**src/include/fli_pkg.sv**
```systemverilog
package fli_pkg;

    // ************************************************
    // timebase
    // ************************************************
    localparam int CLK_KHZ = 200000;
    localparam int TICK_MS = 50;
    localparam int TICK_CYCLES = TICK_MS * CLK_KHZ;
    localparam int PRESCALE_W = 24;
    localparam int FLASH_MS = 200;
    localparam int DARK_MS = 1000;
    localparam int FLASH_TICKS = FLASH_MS / TICK_MS;
    localparam int DARK_TICKS = DARK_MS / TICK_MS;
    localparam int BLINK_PERIOD = 2 * FLASH_TICKS;
    localparam int SINGLE_PERIOD = FLASH_TICKS + DARK_TICKS;
    localparam int DOUBLE_PERIOD = 3 * FLASH_TICKS + DARK_TICKS;
    localparam int PHASE_PERIOD = 96;
    localparam int PHASE_W = 7;

    // ************************************************
    // register map
    // ************************************************
    localparam logic [7:0] OFF_CTRL = 8'h00;
    localparam logic [7:0] OFF_ERR_STATUS = 8'h04;
    localparam logic [7:0] OFF_ERR_MASK = 8'h08;
    localparam logic [7:0] OFF_LINK_STATUS = 8'h0c;
    localparam logic [2:0] HSIZE_WORD = 3'h2;

    localparam int CTRL_NODE_LSB = 0;
    localparam int NODE_W = 3;
    localparam int CTRL_FWDL_BIT = 4;
    localparam int CTRL_CHANGE_LSB = 8;
    localparam int CTRL_W = 16;
    localparam logic [15:0] CTRL_RESET = 16'h0000;
    localparam logic [15:0] CTRL_WMASK = 16'hff17;
    localparam logic [7:0] CHANGE_ERR = 8'h01;

    localparam logic [2:0] NODE_BOOTING = 3'h0;
    localparam logic [2:0] NODE_INIT = 3'h1;
    localparam logic [2:0] NODE_PREPARING = 3'h2;
    localparam logic [2:0] NODE_FW_LOADER = 3'h3;
    localparam logic [2:0] NODE_INPUTS_ONLY = 3'h4;
    localparam logic [2:0] NODE_RUNNING = 3'h5;

    localparam int ERR_N = 5;
    localparam int ERR_PROC_WDG = 0;
    localparam int ERR_CONFIG = 1;
    localparam int ERR_BOOT = 2;
    localparam int ERR_AUTO_CHANGE = 3;
    localparam int ERR_APP_WDG = 4;
    localparam logic [4:0] ERR_RESET = 5'h00;

    localparam int LS_LINK_LSB = 0;
    localparam int LS_ACT_LSB = 2;
    localparam int LS_LED_LSB = 4;
    localparam int LS_RUN_BIT = 6;
    localparam int LS_RED_BIT = 7;
    localparam int LS_SDA_BIT = 8;
    localparam int LS_PHASE_LSB = 16;

    // ************************************************
    // types
    // ************************************************
    typedef enum logic [5:0] {
        PAT_OFF = 6'b000001,
        PAT_ON = 6'b000010,
        PAT_FLICKER = 6'b000100,
        PAT_BLINK = 6'b001000,
        PAT_SINGLE = 6'b010000,
        PAT_DOUBLE = 6'b100000
    } fli_pattern_t;

    typedef struct packed {
        logic hsel;
        logic [31:0] haddr;
        logic [1:0] htrans;
        logic hwrite;
        logic [2:0] hsize;
        logic [31:0] hwdata;
        logic hready;
    } fli_ahb_req_t;

    typedef struct packed {
        logic [31:0] hrdata;
        logic hreadyout;
        logic hresp;
    } fli_ahb_rsp_t;

    typedef struct packed {
        logic [1:0] link_s1;
        logic [1:0] link_s2;
        logic [1:0] act_s1;
        logic [1:0] act_s2;
        logic [ERR_N-1:0] evt_s1;
        logic [ERR_N-1:0] evt_s2;
        logic [ERR_N-1:0] evt_d;
        logic sda_s1;
        logic sda_s2;
        logic [PRESCALE_W-1:0] prescale;
        logic [PHASE_W-1:0] phase;
        logic [1:0] act_seen;
        logic [1:0] act_show;
        logic [CTRL_W-1:0] ctrl;
        logic [ERR_N-1:0] err_stat;
        logic [ERR_N-1:0] err_mask;
        logic wr_pend;
        logic [7:0] wr_addr;
        logic [31:0] hrdata;
        logic [1:0] link_led;
        logic run_led;
        logic red_on;
        logic irq;
    } fli_state_t;

endpackage

```
**src/rtl/fli_pattern.sv**
```systemverilog
`timescale 1ns/1ps
`default_nettype none

module fli_pattern (
    input wire fli_pkg::fli_pattern_t pattern,
    input wire logic [fli_pkg::PHASE_W-1:0] phase,
    output logic lit
);

    // ************************************************
    // phase to lamp decode
    // ************************************************
    // the phase period is a common multiple of every pattern period,
    // so each pattern restarts cleanly when the phase wraps
    logic [fli_pkg::PHASE_W-1:0] p_blink;
    logic [fli_pkg::PHASE_W-1:0] p_single;
    logic [fli_pkg::PHASE_W-1:0] p_double;

    always_comb begin
        p_blink = phase % fli_pkg::PHASE_W'(fli_pkg::BLINK_PERIOD);
        p_single = phase % fli_pkg::PHASE_W'(fli_pkg::SINGLE_PERIOD);
        p_double = phase % fli_pkg::PHASE_W'(fli_pkg::DOUBLE_PERIOD);
        lit = 1'b0;
        unique case (pattern)
            fli_pkg::PAT_OFF: lit = 1'b0;
            fli_pkg::PAT_ON: lit = 1'b1;
            fli_pkg::PAT_FLICKER: lit = ~phase[0];
            fli_pkg::PAT_BLINK: begin
                lit = p_blink < fli_pkg::PHASE_W'(fli_pkg::FLASH_TICKS);
            end
            fli_pkg::PAT_SINGLE: begin
                lit = p_single < fli_pkg::PHASE_W'(fli_pkg::FLASH_TICKS);
            end
            fli_pkg::PAT_DOUBLE: begin
                lit = (p_double < fli_pkg::PHASE_W'(fli_pkg::FLASH_TICKS)) ||
                      ((p_double >= fli_pkg::PHASE_W'(2 * fli_pkg::FLASH_TICKS))
                      && (p_double <
                      fli_pkg::PHASE_W'(3 * fli_pkg::FLASH_TICKS)));
            end
            default: lit = 1'b0;
        endcase
    end

endmodule

`default_nettype wire

```
**src/rtl/fli_indicator.sv**
```systemverilog
`timescale 1ns/1ps
`default_nettype none

// Overview of operation
// - link led steady on for valid idle link, off when link invalid
// - valid link with passing frames flickers the link led
// - inbound and outbound ports each have their own link led
// - running node state holds the run led steadily on
// - preparing state blinks run led 200 ms on, 200 ms off
// - inputs-only state: single 200 ms flash then 1000 ms dark
// - booting, firmware loader or download flickers run led 50/50 ms
// - init state keeps the run led off
// - process data watchdog timeout holds red led steadily on
// - configuration error blinks red 200 ms on, 200 ms off
// - boot error in init with change flag 0x01 flickers red
// - autonomous state change with change flag 0x01 single-flashes red
// - application watchdog timeout double-flashes red, then 1000 ms dark
// - red led is driven through the i2c data line

module fli_indicator #(
    parameter int TICK_CYCLES = fli_pkg::TICK_CYCLES
) (
    input wire logic mclk,
    input wire logic rst,
    input wire fli_pkg::fli_ahb_req_t ahb_req,
    output fli_pkg::fli_ahb_rsp_t ahb_rsp,
    input wire logic inbound_port_link,
    input wire logic inbound_port_activity,
    input wire logic outbound_port_link,
    input wire logic outbound_port_activity,
    input wire logic process_data_interface_wdg_timeout,
    input wire logic config_error,
    input wire logic boot_error,
    input wire logic autonomous_change,
    input wire logic app_wdg_timeout,
    output logic inbound_port_link_led,
    output logic outbound_port_link_led,
    output logic run_led,
    input wire logic err_sda_i,
    output logic err_sda_o,
    output logic err_sda_oe_n,
    output logic irq
);

    // ************************************************
    // register select
    // ************************************************
    // only the low address byte is decoded, so the map aliases
    // across the slave's whole hsel window
    function automatic logic [3:0] reg_sel(input logic [7:0] addr);
        logic [3:0] sel;
        sel = 4'h0;
        unique case (addr)
            fli_pkg::OFF_CTRL: sel = 4'h1;
            fli_pkg::OFF_ERR_STATUS: sel = 4'h2;
            fli_pkg::OFF_ERR_MASK: sel = 4'h4;
            fli_pkg::OFF_LINK_STATUS: sel = 4'h8;
            default: sel = 4'h0;
        endcase
        return sel;
    endfunction

    // ************************************************
    // state
    // ************************************************
    fli_pkg::fli_state_t st_ff;
    fli_pkg::fli_state_t nxt_st;
    fli_pkg::fli_pattern_t run_pat;
    fli_pkg::fli_pattern_t red_pat;
    logic run_lit;
    logic red_lit;

    logic tick;
    logic addr_take;
    logic [3:0] rd_sel;
    logic [3:0] wr_sel;
    logic [31:0] rd_word;
    logic [fli_pkg::ERR_N-1:0] evt_rise;
    logic [fli_pkg::ERR_N-1:0] evt_set;
    logic [fli_pkg::ERR_N-1:0] w1c;
    logic [fli_pkg::NODE_W-1:0] node;
    logic [7:0] change_flag;
    logic change_err;

    // ************************************************
    // lamp patterns
    // ************************************************
    fli_pattern u_run_pattern (
        .pattern(run_pat),
        .phase(st_ff.phase),
        .lit(run_lit)
    );

    fli_pattern u_red_pattern (
        .pattern(red_pat),
        .phase(st_ff.phase),
        .lit(red_lit)
    );

    // ************************************************
    // node state to run pattern
    // ************************************************
    always_comb begin
        node = st_ff.ctrl[fli_pkg::CTRL_NODE_LSB +: fli_pkg::NODE_W];
        change_flag = st_ff.ctrl[fli_pkg::CTRL_CHANGE_LSB +: 8];
        change_err = change_flag == fli_pkg::CHANGE_ERR;
        run_pat = fli_pkg::PAT_OFF;
        if (st_ff.ctrl[fli_pkg::CTRL_FWDL_BIT]) begin
            run_pat = fli_pkg::PAT_FLICKER;
        end else begin
            unique case (node)
                fli_pkg::NODE_RUNNING: run_pat = fli_pkg::PAT_ON;
                fli_pkg::NODE_PREPARING: run_pat = fli_pkg::PAT_BLINK;
                fli_pkg::NODE_INPUTS_ONLY: begin
                    run_pat = fli_pkg::PAT_SINGLE;
                end
                fli_pkg::NODE_INIT: run_pat = fli_pkg::PAT_OFF;
                fli_pkg::NODE_BOOTING: run_pat = fli_pkg::PAT_FLICKER;
                fli_pkg::NODE_FW_LOADER: run_pat = fli_pkg::PAT_FLICKER;
                default: run_pat = fli_pkg::PAT_OFF;
            endcase
        end
    end

    // ************************************************
    // pending errors to red pattern
    // ************************************************
    // the red lamp follows the sticky status, not the mask, so masking
    // an interrupt never hides a fault from the operator
    always_comb begin
        red_pat = fli_pkg::PAT_OFF;
        if (st_ff.err_stat[fli_pkg::ERR_PROC_WDG]) begin
            red_pat = fli_pkg::PAT_ON;
        end else if (st_ff.err_stat[fli_pkg::ERR_APP_WDG]) begin
            red_pat = fli_pkg::PAT_DOUBLE;
        end else if (st_ff.err_stat[fli_pkg::ERR_BOOT]) begin
            red_pat = fli_pkg::PAT_FLICKER;
        end else if (st_ff.err_stat[fli_pkg::ERR_CONFIG]) begin
            red_pat = fli_pkg::PAT_BLINK;
        end else if (st_ff.err_stat[fli_pkg::ERR_AUTO_CHANGE]) begin
            red_pat = fli_pkg::PAT_SINGLE;
        end
    end

    // ************************************************
    // bus decode and read word
    // ************************************************
    always_comb begin
        addr_take = ahb_req.hsel && ahb_req.htrans[1] && ahb_req.hready;
        rd_sel = reg_sel(ahb_req.haddr[7:0]);
        wr_sel = reg_sel(st_ff.wr_addr);
        rd_word = 32'h0000_0000;
        unique case (1'b1)
            rd_sel[0]: rd_word[fli_pkg::CTRL_W-1:0] = st_ff.ctrl;
            rd_sel[1]: rd_word[fli_pkg::ERR_N-1:0] = st_ff.err_stat;
            rd_sel[2]: rd_word[fli_pkg::ERR_N-1:0] = st_ff.err_mask;
            rd_sel[3]: begin
                rd_word[fli_pkg::LS_LINK_LSB +: 2] = st_ff.link_s2;
                rd_word[fli_pkg::LS_ACT_LSB +: 2] = st_ff.act_show;
                rd_word[fli_pkg::LS_LED_LSB +: 2] = st_ff.link_led;
                rd_word[fli_pkg::LS_RUN_BIT] = st_ff.run_led;
                rd_word[fli_pkg::LS_RED_BIT] = st_ff.red_on;
                rd_word[fli_pkg::LS_SDA_BIT] = st_ff.sda_s2;
                rd_word[fli_pkg::LS_PHASE_LSB +: fli_pkg::PHASE_W] =
                    st_ff.phase;
            end
            default: rd_word = 32'h0000_0000;
        endcase
    end

    // ************************************************
    // error events
    // ************************************************
    // boot and autonomous-change faults only count while software has
    // flagged the change/error code in the application-layer status
    always_comb begin
        evt_rise = st_ff.evt_s2 & ~st_ff.evt_d;
        evt_set = evt_rise;
        evt_set[fli_pkg::ERR_BOOT] = evt_rise[fli_pkg::ERR_BOOT] &&
            change_err && (node == fli_pkg::NODE_INIT);
        evt_set[fli_pkg::ERR_AUTO_CHANGE] =
            evt_rise[fli_pkg::ERR_AUTO_CHANGE] && change_err;
        w1c = '0;
        if (st_ff.wr_pend && wr_sel[1]) begin
            w1c = ahb_req.hwdata[fli_pkg::ERR_N-1:0];
        end
    end

    // ************************************************
    // next state
    // ************************************************
    always_comb begin
        nxt_st = st_ff;

        // pins from outside the clock domain pass two flops first
        nxt_st.link_s1 = {outbound_port_link, inbound_port_link};
        nxt_st.link_s2 = st_ff.link_s1;
        nxt_st.act_s1 = {outbound_port_activity, inbound_port_activity};
        nxt_st.act_s2 = st_ff.act_s1;
        nxt_st.evt_s1[fli_pkg::ERR_PROC_WDG] =
            process_data_interface_wdg_timeout;
        nxt_st.evt_s1[fli_pkg::ERR_CONFIG] = config_error;
        nxt_st.evt_s1[fli_pkg::ERR_BOOT] = boot_error;
        nxt_st.evt_s1[fli_pkg::ERR_AUTO_CHANGE] = autonomous_change;
        nxt_st.evt_s1[fli_pkg::ERR_APP_WDG] = app_wdg_timeout;
        nxt_st.evt_s2 = st_ff.evt_s1;
        nxt_st.evt_d = st_ff.evt_s2;
        nxt_st.sda_s1 = err_sda_i;
        nxt_st.sda_s2 = st_ff.sda_s1;

        // one shared timebase keeps every lamp in step
        tick = st_ff.prescale ==
            fli_pkg::PRESCALE_W'(TICK_CYCLES - 1);
        if (tick) begin
            nxt_st.prescale = '0;
            if (st_ff.phase ==
                fli_pkg::PHASE_W'(fli_pkg::PHASE_PERIOD - 1)) begin
                nxt_st.phase = '0;
            end else begin
                nxt_st.phase = st_ff.phase + 1'b1;
            end
        end else begin
            nxt_st.prescale = st_ff.prescale + 1'b1;
        end

        // a single short frame still shows for at least one tick
        nxt_st.act_seen = st_ff.act_seen | st_ff.act_s2;
        if (tick) begin
            nxt_st.act_show = st_ff.act_seen | st_ff.act_s2;
            nxt_st.act_seen = '0;
        end
        for (int i = 0; i < 2; i++) begin
            nxt_st.link_led[i] = st_ff.link_s2[i] &&
                (!st_ff.act_show[i] || !st_ff.phase[0]);
        end

        nxt_st.run_led = run_lit;
        nxt_st.red_on = red_lit;

        // set wins over a write-one-to-clear in the same cycle
        nxt_st.err_stat = (st_ff.err_stat & ~w1c) | evt_set;
        nxt_st.irq = |(nxt_st.err_stat & st_ff.err_mask);

        // bus write data phase
        if (st_ff.wr_pend) begin
            if (wr_sel[0]) begin
                nxt_st.ctrl = ahb_req.hwdata[fli_pkg::CTRL_W-1:0] &
                    fli_pkg::CTRL_WMASK;
            end
            if (wr_sel[2]) begin
                nxt_st.err_mask = ahb_req.hwdata[fli_pkg::ERR_N-1:0];
            end
        end

        // bus address phase; narrow writes are ignored
        nxt_st.wr_pend = addr_take && ahb_req.hwrite &&
            (ahb_req.hsize == fli_pkg::HSIZE_WORD);
        nxt_st.wr_addr = ahb_req.haddr[7:0];
        if (addr_take && !ahb_req.hwrite) begin
            nxt_st.hrdata = rd_word;
        end else begin
            nxt_st.hrdata = 32'h0000_0000;
        end
    end

    // ************************************************
    // registers
    // ************************************************
    always_ff @(posedge mclk or posedge rst) begin
        if (rst) begin
            st_ff <= '0;
            st_ff.ctrl <= fli_pkg::CTRL_RESET;
            st_ff.err_stat <= fli_pkg::ERR_RESET;
            st_ff.err_mask <= fli_pkg::ERR_RESET;
        end else begin
            st_ff <= nxt_st;
        end
    end

    // ************************************************
    // outputs
    // ************************************************
    // the red lamp sinks through the i2c data line: pulling it low
    // lights it, so any real i2c traffic on that line shares the lamp
    assign err_sda_o = 1'b0;
    assign err_sda_oe_n = ~st_ff.red_on;
    assign inbound_port_link_led = st_ff.link_led[0];
    assign outbound_port_link_led = st_ff.link_led[1];
    assign run_led = st_ff.run_led;
    assign irq = st_ff.irq;
    assign ahb_rsp.hrdata = st_ff.hrdata;
    assign ahb_rsp.hreadyout = 1'b1;
    assign ahb_rsp.hresp = 1'b0;

endmodule

`default_nettype wire

```
**config.mk**
```make
export PLATFORM = sky130hd
export DESIGN_NAME = fli_indicator
export DESIGN_NICKNAME = d
export VERILOG_FILES = /design/src/include/fli_pkg.sv /design/src/rtl/fli_pattern.sv /design/src/rtl/fli_indicator.sv
export SDC_FILE = /design/constraint.sdc
export NUM_CORES = 1
export LEC_CHECK = 0
export BUFFER_PORTS_ARGS = -buffer_cell sky130_fd_sc_hd__buf_2
export CORE_UTILIZATION = 53
export DETAILED_ROUTE_END_ITERATION = 8
export PLACE_DENSITY = 0.91
export SYNTH_ARGS = -nofsm -noshare
export SYNTH_HDL_FRONTEND = slang
export SYNTH_SLANG_ARGS = --single-unit
export TNS_END_PERCENT = 1
```
**constraint.sdc**
```tcl
create_clock -name mclk -period 5.4 [get_ports mclk]
set_input_delay 1.08 -clock mclk [delete_from_list [all_inputs] [get_ports mclk]]
set_output_delay 1.08 -clock mclk [all_outputs]
set_load 0.01 [all_outputs]
```
==> run summary <==
The logs give 3363 for the via count of the first global-routing pass and 240 uV for the peak supply drop. A synthesized cell averages 11.9 sq um. The number of placement rows was 34. Detailed placement ended at an HPWL of 6240 microns. For the total routing resource utilization after global routing, the log shows 0.238. The area growth from synthesis to layout came out at 17.2%.

Counting every sink on the clock net gives 119. The endpoint identified for the worst register-to-register timing path is node[2]. The reg2reg setup slack was 2.95 ns; the highest fanout seen on the critical path was 7.

Global routing finished with a remaining overflow of 0. The die is 98.3 microns wide. After synthesis, the netlist uses 44 different library cells. Actual slew at the worst max-slew pin: 1.04 ns.

The tools report the post-CTS setup buffer count as 0. The worst setup path is of the in2reg kind. STA classifies the critical path startpoint as an input pin. Grouping stages by cell kind, the critical path spends the most delay in simple AND/OR/NAND/NOR gates.

OpenSTA, run right after detailed placement, puts the worst setup slack at 2.45 ns. The maximum buffer depth of the clock tree is 2. The depth of the worst register-to-register path came out at 4.

The startpoint of the tightest hold check path is nxt_st[129]. The floorplan step set the die height to 98.3 microns. The number of warnings printed during yosys synthesis was 0. Hold repair after CTS inserted 0 buffers. The logs give 9660 sq um for the area of the die and 0 for the number of antenna violations at the first check in global routing. The routability-driven placement congestion ratio came out at 0.886.

The tools report the final count of pins violating max slew as 0. The checks that failed: DRC. Timing would allow up to 396 MHz. The logs give 17000 microns for the first-pass GRT wire length and 0.306 for the worst-case headroom to the max-slew limit.

The count of input and output buffers is 67. For this block, the initial DRC count from the detailed router was 113. TritonCTS created 17 clock buffers.

The run gives 4920 sq um as the cell area after technology mapping. The logs give 0 for the count of final setup violators and 0 for the remaining antenna violation count after routing. TritonCTS built the clock tree. In the synthesized netlist, the number of instances is 413. The post-layout worst setup margin came out at 2.87 ns. The proportion of synthesized flip-flops having asynchronous set or reset is 1.00, and the ratio of cells with drive above 1 in the final layout is 0.269. The run gives 0 as the number of gates resized after CTS. The run gives 0.00845 ns as the clock tree skew after final layout. The number of buffers and inverters on the critical path is 1, and the first-pass iteration count of the detailed router is 7. Pin placement for this block handled 124 I/O pins.

After routing, the total negative slack on setup checks comes to 0 ns. The largest single stage delay on the critical path is 0.60 ns. The final clock period utilization by the worst path is 0.468, and the average wire per cell in the routed design is 17.8 microns. STA puts the critical path data arrival time at 2.99 ns. The routed design could run at a clock period as short as 2.53 ns. Setup repair after global routing left no endpoint under its margin. In the synthesized netlist the dominant register cell turns out to be sky130_fd_sc_hd__dfrtp_1. In this run the standard cell core region covers 8850 sq um. The starting density of the core is 0.556, and the total power per unit cell area is 371 nW/um^2.

The analysis attributes to cell leakage a power of 2.72 nW. The final route contains 3302 vias. The tree is rooted in a sky130_fd_sc_hd__clkbuf_8. Wires add up to 10500 microns. The worst hold endpoint is st_ff[129]. The startpoint identified for the worst register-to-register timing path is st_ff[41].

The register area share after synthesis is 0.606. The tools report the type of element capturing the critical path as a register. After detailed routing, the number of remaining DRC violations is 9. Number of endpoints with negative hold slack in the final report: 0. The final layout contains 553 nets.

Walking the worst path, the cells encountered are buf_2, nor4_1, nand2_1, nor3_1, and2_1. The count of flip-flops with a built-in enable after synthesis is 0. In this run, synthesis produced a sequential element count of 119. Class of the tightest hold or removal check: reg2reg. The antenna diode count is 0. The clock transition at the registers of the reported paths is 0.06 ns. The H-tree was split into 4 levels.

The instance count along the most critical hold path is 0, and the number of vias per cell is 5.63. Across the run, the number of max-cap violations was 0. Entering global routing, the biggest net connects 79 pins. The data required time at the worst endpoint came out at 5.86 ns.

The run finished, with violations left. The clock reaches the later pin of the worst-skew pair after 0.53 ns. The largest individual stage delay along the critical path comes from the cell sky130_fd_sc_hd__nor4_1.
## worst register-to-register path: stages, from the launching register on
cell	delay (ns)
sky130_fd_sc_hd__dfrtp_1	0.35
sky130_fd_sc_hd__or4b_1	0.55
sky130_fd_sc_hd__nand2b_1	0.20
sky130_fd_sc_hd__nor3_2	0.79
sky130_fd_sc_hd__mux2_2	0.43
## area by class of cell
type	instances	area [sq um]
flip-flops and latches	119	2980
fillers	609	3090
inverters	6	25.0
clock buffers	17	414
repair buffers	70	358
multi-input cells	252	1650
clock inverters	15	201
well taps	108	135
## cell families (layout without fill, tap and decap cells)
group                      Yosys count  after routing  share of synthesized area
muxes                               26             26                     0.0680
AOI/OAI and AO/OA                   37             37                     0.0453
xor gates and xnor gates            22             22                     0.0392
and+or+nand+nor                    152            152                      0.165
buffers and inverters               52            108                     0.0674
other                                2             12                    0.00153
DFF                                119            119                      0.606
adders and majority gates            3              3                    0.00764
## cells in the final DEF (no fill, tap or decap), types with 3 or more instances in the layout
| cell | synthesis | final |
|---|---|---|
| sky130_fd_sc_hd__mux4_2 | 4 | 4 |
| sky130_fd_sc_hd__and3_1 | 9 | 9 |
| sky130_fd_sc_hd__a31oi_1 | 4 | 4 |
| sky130_fd_sc_hd__and4_1 | 3 | 3 |
| sky130_fd_sc_hd__conb_1 | 2 | 12 |
| sky130_fd_sc_hd__clkbuf_16 | 0 | 16 |
| sky130_fd_sc_hd__clkinvlp_4 | 0 | 3 |
| sky130_fd_sc_hd__ha_1 | 3 | 3 |
| sky130_fd_sc_hd__nor2b_1 | 8 | 8 |
| sky130_fd_sc_hd__nand2_1 | 29 | 29 |
| sky130_fd_sc_hd__nor4_1 | 3 | 3 |
| sky130_fd_sc_hd__bufinv_16 | 0 | 4 |
| sky130_fd_sc_hd__dfrtp_1 | 119 | 119 |
| sky130_fd_sc_hd__buf_2 | 1 | 67 |
| sky130_fd_sc_hd__mux2i_1 | 3 | 3 |
| sky130_fd_sc_hd__nor2_1 | 32 | 32 |
| sky130_fd_sc_hd__mux2_2 | 19 | 19 |
| sky130_fd_sc_hd__inv_1 | 6 | 5 |
| sky130_fd_sc_hd__buf_4 | 36 | 3 |
| sky130_fd_sc_hd__a21oi_1 | 10 | 10 |
| sky130_fd_sc_hd__nand2b_1 | 4 | 4 |
| sky130_fd_sc_hd__nor4bb_1 | 4 | 4 |
| sky130_fd_sc_hd__clkinv_2 | 0 | 3 |
| sky130_fd_sc_hd__o21ai_0 | 12 | 12 |
| sky130_fd_sc_hd__xor2_1 | 8 | 8 |
| sky130_fd_sc_hd__inv_6 | 0 | 3 |
| sky130_fd_sc_hd__nand3_1 | 17 | 17 |
| sky130_fd_sc_hd__nor3_1 | 10 | 9 |
| sky130_fd_sc_hd__nor4b_1 | 3 | 3 |
| sky130_fd_sc_hd__nand4_1 | 6 | 6 |
| sky130_fd_sc_hd__and2_1 | 14 | 14 |
| sky130_fd_sc_hd__xnor2_1 | 14 | 14 |
## worst max-delay path by stage
stage                  endpoint        start  slack [ns]  cells past startpoint
floorplan           ahb_rsp[10]          rst        1.16                      1
global placement    ahb_rsp[13]  ahb_req[40]        2.49                      5
detailed placement  ahb_rsp[14]   ahb_req[0]        2.45                      6
CTS                 ahb_rsp[14]  ahb_req[40]        2.86                      5
global route        ahb_rsp[14]  ahb_req[40]        2.57                      5
finish              ahb_rsp[14]  ahb_req[40]        2.87                      5
## routing by layer
metal	share of wire	global-route usage	vias to the layer above
li1	-	-	1481
met1	0.38	0.266	1650
met2	0.51	0.387	136
met3	0.064	0.0873	35
met4	0.040	0.150	0
met5	0	0	-
## synth_stat cells (4+ instances only)
library cell               instances  share of area
sky130_fd_sc_hd__dfrtp_1         119           0.61
sky130_fd_sc_hd__buf_4            36          0.055
sky130_fd_sc_hd__nor2_1           32          0.024
sky130_fd_sc_hd__nand2_1          29          0.022
sky130_fd_sc_hd__mux2_2           19          0.044
sky130_fd_sc_hd__nand3_1          17          0.017
sky130_fd_sc_hd__and2_1           14          0.018
sky130_fd_sc_hd__xnor2_1          14          0.025
sky130_fd_sc_hd__o21ai_0          12          0.012
sky130_fd_sc_hd__a21oi_1          10          0.010
sky130_fd_sc_hd__nor3_1           10          0.010
sky130_fd_sc_hd__and3_1            9          0.011
sky130_fd_sc_hd__clkbuf_1          9         0.0069
sky130_fd_sc_hd__nor2b_1           8          0.010
sky130_fd_sc_hd__xor2_1            8          0.014
sky130_fd_sc_hd__inv_1             6         0.0046
sky130_fd_sc_hd__nand4_1           6         0.0076
sky130_fd_sc_hd__a31oi_1           4         0.0051
sky130_fd_sc_hd__mux4_2            4          0.018
sky130_fd_sc_hd__nand2b_1          4         0.0051
sky130_fd_sc_hd__nor4bb_1          4         0.0081
## per-stage QoR
| stage | total power [W] | util | hold WS [ns] | cell area (sq um) | std cells |
|---|---|---|---|---|---|
| 6_report | 0.00214 | 0.651 | 0.351 | 5760 | 587 |
| 5_1_grt | 0.00221 | 0.651 | 0.354 | 5760 | 587 |
| 4_1_cts | 0.00215 | 0.651 | 0.352 | 5760 | 587 |
| 3_5_place_dp | 0.000989 | 0.581 | 0.335 | 5140 | 555 |
| 3_3_place_gp | 0.000986 | 0.581 | 0.335 | 5140 | 555 |
| 2_1_floorplan | 0.000967 | - | 0.331 | 4950 | 423 |
## registers in the layout, summed over array words and instances, names as in the netlist
signal                  cells
st_ff                      66
ahb_rsp                    23
nxt_st                     15
change_flag                 8
node                        3
inbound_port_link_led       1
irq                         1
outbound_port_link_led      1
run_led                     1
## power breakdown
| group | switching (W) | total [W] | leakage, nW | internal, W |
|---|---|---|---|---|
| sequential | 0.00000918 | 0.000917 | 1.50 | 0.000908 |
| combinational | 0.0000366 | 0.0000577 | 0.923 | 0.0000211 |
| clock | 0.000412 | 0.00116 | 0.295 | 0.000751 |
Note: power is estimated with default switching activity, not from simulation.
